[config.mk]
export PLATFORM = sky130hd
export DESIGN_NAME = asrc_host
export DESIGN_NICKNAME = d
export VERILOG_FILES = /design/src/design/asrc_pkg.sv /design/src/design/asrc_host.sv
export SDC_FILE = /design/constraint.sdc
export NUM_CORES = 1
export LEC_CHECK = 0
export BUFFER_PORTS_ARGS = -buffer_cell sky130_fd_sc_hd__buf_2
export CORE_UTILIZATION = 37
export DETAILED_ROUTE_END_ITERATION = 6
export HOLD_SLACK_MARGIN = 0.08
export PLACE_DENSITY = 0.68
export SLEW_MARGIN = 0
export SYNTH_ARGS = -nofsm -noshare
export SYNTH_HDL_FRONTEND = slang
export SYNTH_SLANG_ARGS = --single-unit
[constraint.sdc]
create_clock -name CLK -period 1.9 [get_ports CLK]
set_input_delay 0 -clock CLK [delete_from_list [all_inputs] [get_ports CLK]]
set_output_delay 0 -clock CLK [all_outputs]
set_load 0.01 [all_outputs]
[src/design/asrc_pkg.sv]
// What this block does
// - Shared data lines; host drives only writes.
// - Every cycle lasts at least 200 ns.
// - Select 120, write 140, data 80 ns.
package asrc_pkg;

  localparam int CLK_PERIOD_NS = 50;
  localparam int ADDR_W        = 10;
  localparam int DATA_W        = 4;

  localparam int CYCLE_NS      = 200;
  localparam int ACCESS_NS     = 200;
  localparam int CS_TO_END_NS  = 120;
  localparam int WPULSE_NS     = 140;
  localparam int DSETUP_NS     = 80;
  localparam int FLOAT_NS      = 80;

  // Least times round up to whole cycles.
  localparam int CYCLE_CYC  = (CYCLE_NS + CLK_PERIOD_NS - 1) / CLK_PERIOD_NS;
  localparam int ACCESS_CYC = (ACCESS_NS + CLK_PERIOD_NS - 1) / CLK_PERIOD_NS;
  localparam int CSW_CYC    = (CS_TO_END_NS + CLK_PERIOD_NS - 1)
                              / CLK_PERIOD_NS;
  localparam int WP_CYC     = (WPULSE_NS + CLK_PERIOD_NS - 1) / CLK_PERIOD_NS;
  localparam int DS_CYC     = (DSETUP_NS + CLK_PERIOD_NS - 1) / CLK_PERIOD_NS;
  localparam int FLOAT_CYC  = (FLOAT_NS + CLK_PERIOD_NS - 1) / CLK_PERIOD_NS;

  // Spare cycle past the access time, and the input synchroniser depth.
  localparam int MARGIN_CYC  = 1;
  localparam int SYNC_STAGES = 2;

  localparam int CNT_W = 4;

  typedef struct packed {
    logic              write;
    logic [ADDR_W-1:0] addr;
    logic [DATA_W-1:0] wdata;
  } asrc_req_t;

  typedef enum logic [4:0] {
    ST_IDLE  = 5'h01,
    ST_READ  = 5'h02,
    ST_WRITE = 5'h04,
    ST_HOLD  = 5'h08,
    ST_TURN  = 5'h10
  } asrc_state_t;

endpackage

[src/design/asrc_host.sv]
module asrc_host
  import asrc_pkg::*;
#(
  // Timing counts, in clock cycles
  parameter int RD_CYCLES   = ACCESS_CYC,
  parameter int WR_CYCLES   = CYCLE_CYC,
  parameter int TURN_CYCLES = FLOAT_CYC,
  // Cycle counter width
  parameter int CNT_BITS    = CNT_W
)
(
  // Clock and reset
  input  wire logic              CLK,
  input  wire logic              NRST,
  // User request side
  input  wire logic              REQ_VALID,
  input  wire asrc_req_t         REQ,
  output logic                   REQ_READY,
  output logic                   RD_VALID,
  output logic [DATA_W-1:0]      RD_DATA,
  // Memory pins
  output logic [ADDR_W-1:0]      MEM_A,
  output logic                   MEM_CE_N,
  output logic                   MEM_WE_N,
  input  wire logic [DATA_W-1:0] MEM_DQ_I,
  output logic [DATA_W-1:0]      MEM_DQ_O,
  output logic                   MEM_DQ_OE
);

  asrc_state_t         state_reg;
  asrc_state_t         state_next;
  logic [CNT_BITS-1:0] cnt_reg;
  logic [CNT_BITS-1:0] cnt_next;
  logic [DATA_W-1:0]   dq_s1_reg;
  logic [DATA_W-1:0]   dq_s2_reg;
  logic                take;
  logic                rd_done;
  logic                wr_done;
  logic                turn_done;

  function automatic int longest(int x, int y);
    return (x > y) ? x : y;
  endfunction

  function automatic logic reached(logic [CNT_BITS-1:0] cnt, int last);
    return cnt >= CNT_BITS'(last);
  endfunction

  // Sampling right at the access limit would race the data pins, so a
  // read waits one spare cycle and then the synchroniser delay.
  localparam int RD_LAST = RD_CYCLES + MARGIN_CYC + SYNC_STAGES;
  localparam int WR_LAST = longest(longest(WR_CYCLES, WP_CYC),
                                   longest(CSW_CYC, DS_CYC));

  if (RD_CYCLES < ACCESS_CYC || WR_CYCLES < CYCLE_CYC
      || TURN_CYCLES < FLOAT_CYC)
  begin
    $error("Timing counts are below the memory minimum.");
  end

  if (CNT_BITS < 2 || CNT_BITS > 16
      || longest(RD_LAST, WR_LAST) >= (1 << CNT_BITS))
  begin
    $error("Cycle counter is too narrow for the timing counts.");
  end

  always_comb
  begin
    take      = (state_reg == ST_IDLE) && REQ_VALID && REQ_READY;
    rd_done   = (state_reg == ST_READ) && reached(cnt_reg, RD_LAST);
    wr_done   = (state_reg == ST_WRITE) && reached(cnt_reg, WR_LAST);
    turn_done = (state_reg == ST_TURN) && reached(cnt_reg, TURN_CYCLES);
  end

  always_comb
  begin
    state_next = state_reg;
    cnt_next   = cnt_reg + CNT_BITS'(1);
    unique case (state_reg)
      ST_IDLE:
      begin
        cnt_next = CNT_BITS'(1);
        if (take)
        begin
          state_next = REQ.write ? ST_WRITE : ST_READ;
        end
      end
      ST_READ:
      begin
        if (rd_done)
        begin
          cnt_next   = CNT_BITS'(1);
          state_next = ST_TURN;
        end
      end
      ST_WRITE:
      begin
        if (wr_done)
        begin
          state_next = ST_HOLD;
        end
      end
      ST_HOLD:
      begin
        cnt_next   = CNT_BITS'(1);
        state_next = ST_TURN;
      end
      ST_TURN:
      begin
        // Wait for the memory to float before anyone drives again.
        if (turn_done)
        begin
          state_next = ST_IDLE;
        end
      end
      default:
      begin
        cnt_next   = CNT_BITS'(1);
        state_next = ST_IDLE;
      end
    endcase
  end

  // The read pins pass two flops; the sample point is stretched to match.
  always_ff @(posedge CLK or negedge NRST)
  begin
    if (!NRST)
    begin
      dq_s1_reg <= '0;
      dq_s2_reg <= '0;
    end
    else
    begin
      dq_s1_reg <= MEM_DQ_I;
      dq_s2_reg <= dq_s1_reg;
    end
  end

  always_ff @(posedge CLK or negedge NRST)
  begin
    if (!NRST)
    begin
      state_reg <= ST_IDLE;
      cnt_reg   <= '0;
    end
    else
    begin
      state_reg <= state_next;
      cnt_reg   <= cnt_next;
    end
  end

  always_ff @(posedge CLK or negedge NRST)
  begin
    if (!NRST)
    begin
      REQ_READY <= 1'b0;
    end
    else
    begin
      REQ_READY <= (state_reg == ST_IDLE) && !take;
    end
  end

  always_ff @(posedge CLK or negedge NRST)
  begin
    if (!NRST)
    begin
      RD_VALID <= 1'b0;
      RD_DATA  <= '0;
    end
    else
    begin
      RD_VALID <= rd_done;
      if (rd_done)
      begin
        RD_DATA <= dq_s2_reg;
      end
    end
  end

  always_ff @(posedge CLK or negedge NRST)
  begin
    if (!NRST)
    begin
      MEM_A <= '0;
    end
    else if (take)
    begin
      MEM_A <= REQ.addr;
    end
  end

  always_ff @(posedge CLK or negedge NRST)
  begin
    if (!NRST)
    begin
      MEM_CE_N <= 1'b1;
    end
    else if (take)
    begin
      MEM_CE_N <= 1'b0;
    end
    else if (rd_done || wr_done)
    begin
      MEM_CE_N <= 1'b1;
    end
  end

  always_ff @(posedge CLK or negedge NRST)
  begin
    if (!NRST)
    begin
      MEM_WE_N <= 1'b1;
    end
    else if (take && REQ.write)
    begin
      // Write enable and select fall together, so the memory
      // never turns its drivers on during the write.
      MEM_WE_N <= 1'b0;
    end
    else if (wr_done)
    begin
      MEM_WE_N <= 1'b1;
    end
  end

  always_ff @(posedge CLK or negedge NRST)
  begin
    if (!NRST)
    begin
      MEM_DQ_O <= '0;
    end
    else if (take && REQ.write)
    begin
      MEM_DQ_O <= REQ.wdata;
    end
  end

  always_ff @(posedge CLK or negedge NRST)
  begin
    if (!NRST)
    begin
      MEM_DQ_OE <= 1'b0;
    end
    else if (take)
    begin
      MEM_DQ_OE <= REQ.write;
    end
    else if (state_reg == ST_HOLD)
    begin
      // Data held one cycle past the write end for zero hold time.
      MEM_DQ_OE <= 1'b0;
    end
  end

endmodule

==> impl_metrics.py, run 1 <==
metrics = {
    "placement": {
        "dp_hpwl_um": 2090,
        "count_of_port_buffers_added_during_placement": 44,
        "routabilityCongestion": 0.871,
    },
    "yosys": {
        "synth_sequential_area_ratio": 0.632,
        "ys_seq_elements": 40,
        "synth_top_cells_by_area": "sky130_fd_sc_hd__dfrtp_1 58%, sky130_fd_sc_hd__mux2_2 11%, sky130_fd_sc_hd__dfstp_2 5.0%, sky130_fd_sc_hd__mux2_4 3.8%, sky130_fd_sc_hd__xor2_1 1.7%",
        "post_synth_instance_area_um2": 1590,
        "syn_nets": 137,
        "edff_count_synth": 0,
        "post-synth-top-area-cell": "sky130_fd_sc_hd__dfrtp_1",
        "synth_async_sr_flop_share": 1.00,
        "syn_area_per_cell_um2": 13.9,
        "synth.top_cell.area_share": 0.582,
        "postSynth.topFlopCell": "sky130_fd_sc_hd__dfrtp_1",
        "synth-warning-count": 0,
        "synthDistinctLibCells": 36,
        "synth_cells": 114,
    },
    "setup_path": {
        "start_kind": "register",
        "critPathArrivalTime_ps": 1940,
        "path_max_fanout": 14,
        "critPathKind": "register to register",
        "crit_required_ps": 2080,
        "critical_path.cell_chain": "or4_4 -> nor3_4 -> buf_12 -> nand2_4 -> mux2_4",
        "end_kind": "register",
        "slowest_delay_ps": 540,
        "cpMaxStageDelayCell": "sky130_fd_sc_hd__or4_4",
    },
    "cts": {
        "cts.path.max_buffers": 2,
        "cts_hold_buf": 20,
        "cts_tree": "built",
        "post_cts_buffers": 0,
        "htreeDepth": 2,
        "clk-insertion-delay-late_ps": 290,
        "cts_resized": 0,
        "number_of_clock_sinks": 40,
        "clk_slew_on_worst_s_h_paths_ps": 80,
        "cts_root_buf": "sky130_fd_sc_hd__clkbuf_8",
        "cts_buffers": 5,
    },
    "timing": {
        "clock.fmax_ghz": 0.566,
        "totalNegativeSetupSlack_ps": 0,
        "timing_max_transition_violations_final": 0,
        "finalHoldViolations": 0,
        "hold-worst-slack_ps": 142,
        "rsz_0062_raised_after_global_routing": "no",
        "clock_skew_ps": 5.20,
        "timing.final.crit_share": 0.930,
        "finalSetupViolCount": 0,
        "worst_slew_margin_rel": 0.434,
        "worst_pin_slew_ps": 849,
        "finalWorstPathRequiredPeriod_ps": 1770,
    },
    "die": {
        "total_die_area_um2": 4560,
        "pin_count": 45,
        "die_y_um": 67.6,
        "chipWidth_um": 67.6,
        "start_util": 0.392,
        "placement_rows": 23,
        "core_region_area_um2": 4060,
    },
    "finish": {
        "multiInputGateArea_um2": 536,
        "utilization": 0.542,
        "layout-drive-gt1-share": 0.447,
        "design.final.nets": 210,
        "seqCellArea_um2": 1000,
        "fillCellCount": 330,
        "largest_register_ffs": 10,
        "diodes": 0,
        "areaGrowthSynthToFinish_pct": 38.4,
    },
    "detailed_routing": {
        "antenna_violating_nets_post_route": 0,
        "drtIter0Drc": 46,
        "route.vias.total": 1180,
        "route.detailed.drc": 0,
        "routedWlPerCell_um": 14.1,
        "totalWireLength_um": 3360,
        "avgViaCountPerCell": 4.96,
        "detailedRoute.firstPassIterationCount": 4,
    },
    "global_route": {
        "grt_pass1_wl_um": 5390,
        "grt_pass1_vias": 1176,
        "globalRouteTotalUtil": 0.167,
        "grt_antenna_before_repair": 0,
        "grt_max_degree": 41,
        "gr-total-overflow": 0,
    },
    "power_and_ir_drop": {
        "worst_ir_drop_vdd_mv": 0.761,
        "power_mw": 2.97,
        "leak_pwr_nw": 1.07,
        "power_density_nw_per_um2": 1350,
    },
    "status": {
        "outcome": "completed",
    },
    "job": {
        "drv_cap": 0,
    },
    "worst_hold_path": {
        "timing.hold.worst.class": "primary input to register",
    },
}
final timing paths:
path                                           end                     start  depth (start not counted)  slack, ps
min in group asynchronous     MEM_A[7]$_DFFE_PN0P_                      NRST                          2        360
max reg2reg                MEM_DQ_O[2]$_DFFE_PN0P_  state_reg[4]$_DFFE_PN0P_                          5        130
max in group asynchronous   RD_DATA[2]$_DFFE_PN0P_                      NRST                          2       1010
min                            REQ_READY$_DFF_PN0_                 REQ_VALID                          4        140
max                        MEM_DQ_O[2]$_DFFE_PN0P_  state_reg[4]$_DFFE_PN0P_                          5        130
min reg2reg                 dq_s2_reg[0]$_DFF_PN0_    dq_s1_reg[0]$_DFF_PN0_                          0        350
layer usage:
metal / global-route usage / share of wire / wire, µm
met3: 0.0490 / 0.054 / 182
met5: 0 / 0 / 0
met4: 0.112 / 0.028 / 94
met1: 0.190 / 0.41 / 1370
met2: 0.271 / 0.51 / 1710
per-stage QoR:
stage                     instance area, µm²  std cells  setup slack [ps]
after global routing                    2200        238              52.4
final                                   2200        238               132
after CTS                               2200        238               127
after detailed placement                1900        210               137
after floorplan                         1590        114              25.0
after global placement                  1900        210               176
power breakdown:
| part | internal, mW | switching (mW) |
|---|---|---|
| Clock | 0.294 | 0.288 |
| Sequential | 1.11 | 0.150 |
| Combinational | 0.591 | 0.537 |
synth_stat cells (3+ instances only):
cell type	count
sky130_fd_sc_hd__dfrtp_1	37
sky130_fd_sc_hd__mux2_2	15
sky130_fd_sc_hd__a21oi_1	4
sky130_fd_sc_hd__inv_1	4
sky130_fd_sc_hd__mux2_4	4
sky130_fd_sc_hd__nand3_1	4
sky130_fd_sc_hd__nor2_1	4
sky130_fd_sc_hd__o21ai_0	4
sky130_fd_sc_hd__dfstp_2	3
sky130_fd_sc_hd__nand2_1	3
sky130_fd_sc_hd__xor2_1	3
layout by cell type, fill, tap and decap left out, types with 2 or more instances in the layout:
cell type                       instances
sky130_fd_sc_hd__o211ai_1               2
sky130_fd_sc_hd__nand3_1                4
sky130_fd_sc_hd__a21oi_1                4
sky130_fd_sc_hd__mux2_4                 4
sky130_fd_sc_hd__dfrtp_1               37
sky130_fd_sc_hd__nor2b_1                2
sky130_fd_sc_hd__mux2_2                15
sky130_fd_sc_hd__clkinvlp_4             2
sky130_fd_sc_hd__buf_4                  6
sky130_fd_sc_hd__nor2_1                 4
sky130_fd_sc_hd__dfstp_2                3
sky130_fd_sc_hd__inv_1                  4
sky130_fd_sc_hd__o21ai_0                4
sky130_fd_sc_hd__xor2_1                 3
sky130_fd_sc_hd__clkbuf_8               6
sky130_fd_sc_hd__dlygate4sd3_1         20
sky130_fd_sc_hd__buf_2                 44
sky130_fd_sc_hd__nand2_1                3
worst max-delay path: cells and delay by family (launching register included):
family,cells,cell delay [ps]
buffers and inverters,1,170
AND/OR/NAND/NOR,3,790
multiplexers,1,310
flip-flops,1,390
cells by family (layout without fill, tap and decap cells):
kind of cell,after synthesis,count (layout),synth area share
AO/OA/AOI/OAI,15,15,0.0590
buffers and inverters,9,83,0.0315
multiplexers,19,19,0.144
XOR/XNOR,4,4,0.0220
adder cells (fa/ha/maj),1,1,0.00787
flip-flops,40,40,0.632
AND/OR/NAND/NOR,26,26,0.104
final cells by class:
class / count / area share
multi-input combinational: 65 / 0.243
clock inverter: 2 / 0.00682
tap: 50 / 0.0284
timing repair buffer: 71 / 0.221
sequential: 40 / 0.457
inverter: 4 / 0.00682
clock buffer: 6 / 0.0375
Note: power is estimated with default switching activity, not from simulation.
==> inputs of run 2 (changes only) <==
Settings changed: CORE_ASPECT_RATIO set to 1.4.
==> run 2 against run 1 <==
The flow now finishes with violations (design-rule violations). Final cell count is 2.5% lower. Maximum frequency is 4.6% lower. Via count down 1.6%. Sequential power is essentially flat. Clock-buffer cell count rose by 2. Hold slack got worse by 0.87 ps. Final area down 0.97%. Clock skew down 1.1 ps. Critical path depth fell by 1. Combinational power barely moved. Highest routed layer unchanged. Non-clock buffer count rose by 1.
==> impl_metrics.py, run 2 (synthesized netlist as in run 1, its figures left out) <==
metrics = {
    "cts": {
        "clk-insertion-delay-late_ps": 290,
        "number_of_clock_sinks": 40,
        "cts_root_buf": "sky130_fd_sc_hd__clkbuf_8",
        "htreeDepth": 2,
        "cts.path.max_buffers": 2,
        "cts_tree": "built",
        "clk_slew_on_worst_s_h_paths_ps": 70,
        "cts_buffers": 5,
        "post_cts_buffers": 0,
    },
    "timing": {
        "timing_max_transition_violations_final": 0,
        "finalWorstPathRequiredPeriod_ps": 1850,
        "clock_skew_ps": 4.11,
        "timing.final.crit_share": 0.975,
        "finalSetupViolCount": 0,
        "totalNegativeSetupSlack_ps": 0,
        "worst_pin_slew_ps": 867,
        "finalHoldViolations": 0,
        "clock.fmax_ghz": 0.540,
        "postLayoutSetupSlackWorst_ps": 48.0,
        "worst_slew_margin_rel": 0.422,
        "rsz_0062_raised_after_global_routing": "no",
    },
    "die": {
        "placement_rows": 27,
        "core_region_area_um2": 4020,
        "pin_count": 45,
        "chipWidth_um": 57.4,
        "die_y_um": 79.6,
        "start_util": 0.396,
        "total_die_area_um2": 4570,
    },
    "power_and_ir_drop": {
        "power_density_nw_per_um2": 1360,
        "power.net_switching_uw": 968,
        "worst_ir_drop_vdd_mv": 0.820,
        "share_of_total_power_in_combinational_logic": 0.378,
        "leak_pwr_nw": 1.08,
        "cell_internal_pwr_mw": 1.99,
        "power_frac_clock": 0.194,
        "power.share.sequential": 0.428,
        "switching_share": 0.327,
    },
    "setup_path": {
        "end_kind": "register",
        "start_kind": "register",
        "timing.critical_path.buf_inv": 1,
        "critical_path.cell_chain": "or4_4 -> nor3_4 -> buf_4 -> mux2_2",
        "crit_required_ps": 2080,
        "cpLargestDelayFamily": "simple AND/OR/NAND/NOR gates",
        "critPathKind": "register to register",
        "path_max_fanout": 7,
        "critPathArrivalTime_ps": 2030,
        "slowest_delay_ps": 560,
        "cpMaxStageDelayCell": "sky130_fd_sc_hd__or4_4",
    },
    "status": {
        "outcome": "finished with violations",
        "violations": "design-rule violations",
    },
    "detailed_routing": {
        "route.detailed.drc": 2,
        "drtIter0Drc": 35,
        "route.vias.total": 1161,
        "antenna_violating_nets_post_route": 0,
        "totalWireLength_um": 3290,
        "detailedRoute.firstPassIterationCount": 6,
        "routedWlPerCell_um": 14.2,
        "avgViaCountPerCell": 5.00,
    },
    "placement": {
        "count_of_port_buffers_added_during_placement": 44,
        "pre_cts_ws_ps": 72.1,
        "dp_hpwl_um": 2400,
        "routabilityCongestion": 0.794,
        "placed_cells_incl_taps": 204,
    },
    "finish": {
        "utilization": 0.542,
        "layout_common_cells": "44 x sky130_fd_sc_hd__buf_2, 37 x sky130_fd_sc_hd__dfrtp_1, 20 x sky130_fd_sc_hd__dlygate4sd3_1",
        "design.final.nets": 211,
        "areaGrowthSynthToFinish_pct": 37.1,
        "diodes": 0,
        "layout-drive-gt1-share": 0.439,
        "layout_commonest_cell": "sky130_fd_sc_hd__buf_2",
        "largest_register_ffs": 10,
        "stdcell_count": 232,
    },
    "global_route": {
        "globalRouteTotalUtil": 0.162,
        "grt_max_degree": 41,
        "grt_pass1_wl_um": 5490,
        "gr-total-overflow": 0,
        "grt_pass1_vias": 1195,
        "grt_antenna_before_repair": 0,
    },
    "worst_hold_path": {
        "timing.hold.worst.class": "primary input to register",
    },
    "job": {
        "drv_cap": 0,
    },
}
## run 2: cell count changes in the layout (fill, tap and decap cells not counted), sizes merged
cell      delta
buf          +1
clkinvlp     -2
clkbuf       +2
## run 2: power by group through the flow
stage	logic, mW	registers [mW]	clock network [mW]
after floorplan	0.606	1.34	0
final	1.12	1.27	0.574
after global routing	1.22	1.30	0.625
after CTS	1.13	1.27	0.588
after global placement	1.04	1.25	0
after detailed placement	1.09	1.28	0
## run 2: final cells by class
| type | instances | area, µm² |
|---|---|---|
| inverters | 4 | 15.0 |
| multi-input cells | 65 | 536 |
| well taps | 43 | 53.8 |
| fillers | 350 | 1840 |
| clock buffers | 8 | 90.1 |
| repair buffers | 72 | 480 |
| flip-flops and latches | 40 | 1000 |
## run 2: timing repair
action | CTS | global route
hold endpoints to repair | 59 | 0
hold buffers | 20 | 0
gates resized for setup | 0 | 0
## run 2: final timing paths
check | from | endpoint | slack (ps) | cells after the start
max | state_reg[4]$_DFFE_PN0P_ | MEM_A[1]$_DFFE_PN0P_ | 50 | 4
min | REQ_VALID | REQ_READY$_DFF_PN0_ | 140 | 4
max reg2reg | state_reg[4]$_DFFE_PN0P_ | MEM_A[1]$_DFFE_PN0P_ | 50 | 4
min reg2reg | dq_s1_reg[2]$_DFF_PN0_ | dq_s2_reg[2]$_DFF_PN0_ | 350 | 0
max in group asynchronous | NRST | REQ_READY$_DFF_PN0_ | 1000 | 2
min in group asynchronous | NRST | RD_VALID$_DFF_PN0_ | 360 | 2
## run 2: layer usage
layer  track usage  share of wire
met5             0              0
met4         0.110          0.027
met3        0.0243          0.049
met2         0.276           0.52
met1         0.185           0.40
## run 2: stage by stage
| step | instance area, µm² | power (mW) | hold slack, ps |
|---|---|---|---|
| 2_1_floorplan | 1590 | 1.94 | -296 |
| 3_3_place_gp | 1890 | 2.30 | 109 |
| 3_5_place_dp | 1890 | 2.37 | 110 |
| 4_1_cts | 2180 | 2.98 | 138 |
| 5_1_grt | 2180 | 3.14 | 181 |
| 6_report | 2180 | 2.96 | 141 |
## run 2: worst min-delay path: cells and delay by family
family | cells | cell delay [ps]
buffers and inverters | 2 | 120
and+or+nand+nor | 2 | 270
==> inputs of run 3 (changes only) <==
Settings changed: ABC_AREA set to 1, PLACE_DENSITY 0.68 to 0.66.
Clock period 1.9 ns to 1.8 ns, I/O delays scaled along.
==> run 3 against run 2 <==
Die area up 2.1%. Via count is 11% higher. Largest power group unchanged. The run still ends with design-rule violations left. Non-clock buffer count fell by 7. Global-route usage down 0.95 points. Critical path depth up 3.
==> impl_metrics.py, run 3 <==
metrics = {
    "yosys": {
        "syn_nets": 185,
        "synthDistinctLibCells": 24,
        "synth_sequential_area_ratio": 0.619,
        "postSynth.topFlopCell": "sky130_fd_sc_hd__dfrtp_1",
        "edff_count_synth": 0,
        "post_synth_instance_area_um2": 1620,
        "synth_async_sr_flop_share": 1.00,
        "syn_area_per_cell_um2": 10.0,
        "ys_seq_elements": 40,
        "synth_cells": 162,
        "synth-warning-count": 0,
        "synth.top_cell.area_share": 0.570,
        "post-synth-top-area-cell": "sky130_fd_sc_hd__dfrtp_1",
        "synth_top_cells_by_area": "sky130_fd_sc_hd__dfrtp_1 57%, sky130_fd_sc_hd__nand2_1 13%, sky130_fd_sc_hd__dfstp_2 4.9%, sky130_fd_sc_hd__nand3_1 4.0%, sky130_fd_sc_hd__o21ai_0 2.5%",
        "synth_top_cells_by_count": "58 x sky130_fd_sc_hd__nand2_1, 37 x sky130_fd_sc_hd__dfrtp_1, 13 x sky130_fd_sc_hd__nand3_1",
        "synth.most_common_cell": "sky130_fd_sc_hd__nand2_1",
    },
    "timing": {
        "worst_pin_slew_ps": 845,
        "worst_slew_margin_rel": 0.437,
        "timing_max_transition_violations_final": 0,
        "totalNegativeSetupSlack_ps": 0,
        "finalHoldViolations": 0,
        "clock.fmax_ghz": 0.703,
        "clock_skew_ps": 6.50,
        "postLayoutSetupSlackWorst_ps": 377,
        "timing.final.crit_share": 0.791,
        "finalSetupViolCount": 0,
        "finalWorstPathRequiredPeriod_ps": 1420,
        "rsz_0062_raised_after_global_routing": "no",
    },
    "cts": {
        "cts_tree": "built",
        "htreeDepth": 2,
        "clk_slew_on_worst_s_h_paths_ps": 80,
        "cts_buffers": 5,
        "post_cts_buffers": 0,
        "cts.path.max_buffers": 2,
        "cts_root_buf": "sky130_fd_sc_hd__clkbuf_8",
        "number_of_clock_sinks": 40,
        "clk-insertion-delay-late_ps": 290,
    },
    "finish": {
        "areaGrowthSynthToFinish_pct": 33.8,
        "fillCellCount": 392,
        "largest_register_ffs": 10,
        "utilization": 0.517,
        "diodes": 0,
        "stdcell_count": 278,
        "design.final.nets": 255,
        "layout-drive-gt1-share": 0.305,
        "layout_commonest_cell": "sky130_fd_sc_hd__nand2_1",
        "layout_common_cells": "58 x sky130_fd_sc_hd__nand2_1, 44 x sky130_fd_sc_hd__buf_2, 37 x sky130_fd_sc_hd__dfrtp_1",
    },
    "power_and_ir_drop": {
        "switching_share": 0.368,
        "power.net_switching_mw": 1.04,
        "cell_internal_pwr_mw": 1.80,
        "leak_pwr_nw": 1.19,
        "share_of_total_power_in_combinational_logic": 0.339,
        "power_density_nw_per_um2": 1310,
        "worst_ir_drop_vdd_mv": 0.748,
        "power.share.sequential": 0.455,
        "power_frac_clock": 0.205,
    },
    "die": {
        "placement_rows": 28,
        "core_region_area_um2": 4200,
        "pin_count": 45,
        "total_die_area_um2": 4660,
        "die_y_um": 80.4,
        "start_util": 0.386,
        "chipWidth_um": 58.0,
    },
    "worst_hold_path": {
        "whs_path_depth": 4,
        "holdCritStartpoint": "REQ_VALID",
        "min_to": "state_reg[0]$_DFFE_PN1P_",
        "timing.hold.worst.class": "primary input to register",
    },
    "status": {
        "violations": "design-rule violations",
        "outcome": "finished with violations",
    },
    "setup_path": {
        "reg2reg_slack_ps": 380,
        "crit_required_ps": 1980,
        "critPathKind": "register to register",
        "critical_path.reg2reg.endpoint": "MEM_A[3]$_DFFE_PN0P_",
        "start_kind": "register",
        "path_max_fanout": 17,
        "critPathArrivalTime_ps": 1610,
        "crit-reg2reg-launch": "state_reg[0]$_DFFE_PN1P_",
        "end_kind": "register",
        "r2r_cells": 7,
    },
    "placement": {
        "dp_hpwl_um": 2150,
        "placed_cells_incl_taps": 250,
        "pre_cts_ws_ps": 370,
        "routabilityCongestion": 0.743,
        "count_of_port_buffers_added_during_placement": 44,
    },
    "detailed_routing": {
        "detailedRoute.firstPassIterationCount": 6,
        "avgViaCountPerCell": 4.64,
        "antenna_violating_nets_post_route": 0,
        "drtIter0Drc": 18,
        "routedWlPerCell_um": 11.2,
        "route.vias.total": 1290,
        "route.detailed.drc": 1,
        "totalWireLength_um": 3130,
    },
    "global_route": {
        "grt_antenna_before_repair": 0,
        "grt_max_degree": 41,
        "grt_pass1_wl_um": 5320,
        "grt_pass1_vias": 1243,
        "globalRouteTotalUtil": 0.153,
        "gr-total-overflow": 0,
    },
    "job": {
        "drv_cap": 0,
    },
}
run 3: cell types whose count changed after synthesis, sizes merged, moves of 3 or more:
cell   change
a21oi      -3
inv        +8
mux2      -19
nand2     +55
nand3     +12
nor2      +11
o21ai      +5
xor2       -3
run 3: cells by family (layout without fill, tap and decap cells):
logic type      count (synthesis)  after routing  share of synthesized area
simple gates                   93             93                      0.275
compound gates                 12             12                     0.0462
xor+xnor                        2              2                     0.0108
flops                          40             40                      0.619
fa+ha+maj                       1              1                    0.00770
buf+inv                        14             85                     0.0416
run 3: cell type report:
| type | count | area [µm²] | share of cell area |
|---|---|---|---|
| clock inverters | 3 | 18.8 | 0.00864 |
| inverters | 12 | 45.0 | 0.0207 |
| multi-input cells | 108 | 552 | 0.254 |
| flip-flops and latches | 40 | 1000 | 0.462 |
| repair buffers | 65 | 428 | 0.197 |
| clock buffers | 5 | 68.8 | 0.0317 |
| well taps | 45 | 56.3 | 0.0259 |
run 3: power groups by stage:
stage	clock, mW	combinational, mW	sequential [mW]
floorplan	0	0.572	1.37
global placement	0	0.922	1.31
detailed placement	0	0.944	1.31
CTS	0.599	0.975	1.29
global route	0.633	1.12	1.33
finish	0.583	0.963	1.29
run 3: worst max-delay path: stages, from the launching register on:
cell                      delay, ps
sky130_fd_sc_hd__dfstp_2        560
sky130_fd_sc_hd__inv_2           50
sky130_fd_sc_hd__nor2_4         100
sky130_fd_sc_hd__nand3_4        110
sky130_fd_sc_hd__nor2_8         220
sky130_fd_sc_hd__inv_2          140
sky130_fd_sc_hd__nand2_1         90
sky130_fd_sc_hd__nand2_1         40
run 3: per-layer routing:
| layer | vias up | share of wire | GRT usage |
|---|---|---|---|
| met2 | 29 | 0.54 | 0.268 |
| met5 | - | 0 | 0 |
| met4 | 0 | 0.019 | 0.0643 |
| met3 | 6 | 0.043 | 0.0370 |
| li1 | 651 | - | - |
| met1 | 604 | 0.40 | 0.174 |
run 3: timing repair:
| action | 4_1_cts | 5_1_grt |
|---|---|---|
| hold buffers | 20 | 0 |
| endpoints found under the hold margin | 56 | 0 |
| endpoints found under the setup margin | 0 | 0 |
| resized for setup | 0 | 0 |
run 3: worst max-delay path by stage:
stage	from	slack (ps)	end
4_1_cts	state_reg[0]$_DFFE_PN1P_	360	MEM_A[3]$_DFFE_PN0P_
5_1_grt	state_reg[0]$_DFFE_PN1P_	220	MEM_A[7]$_DFFE_PN0P_
6_report	state_reg[0]$_DFFE_PN1P_	380	MEM_A[3]$_DFFE_PN0P_
3_5_place_dp	state_reg[0]$_DFFE_PN1P_	370	MEM_A[3]$_DFFE_PN0P_
2_1_floorplan	cnt_reg[0]$_DFF_PN0_	460	state_reg[1]$_DFFE_PN0P_
3_3_place_gp	state_reg[1]$_DFFE_PN0P_	390	state_reg[4]$_DFFE_PN0P_
run 3: stage by stage:
stage	hold slack [ps]	area (µm²)	power, mW
after floorplan	-296	1620	1.95
after global placement	108	1890	2.23
after detailed placement	109	1890	2.25
after CTS	187	2170	2.87
after global routing	226	2170	3.08
final	181	2170	2.84
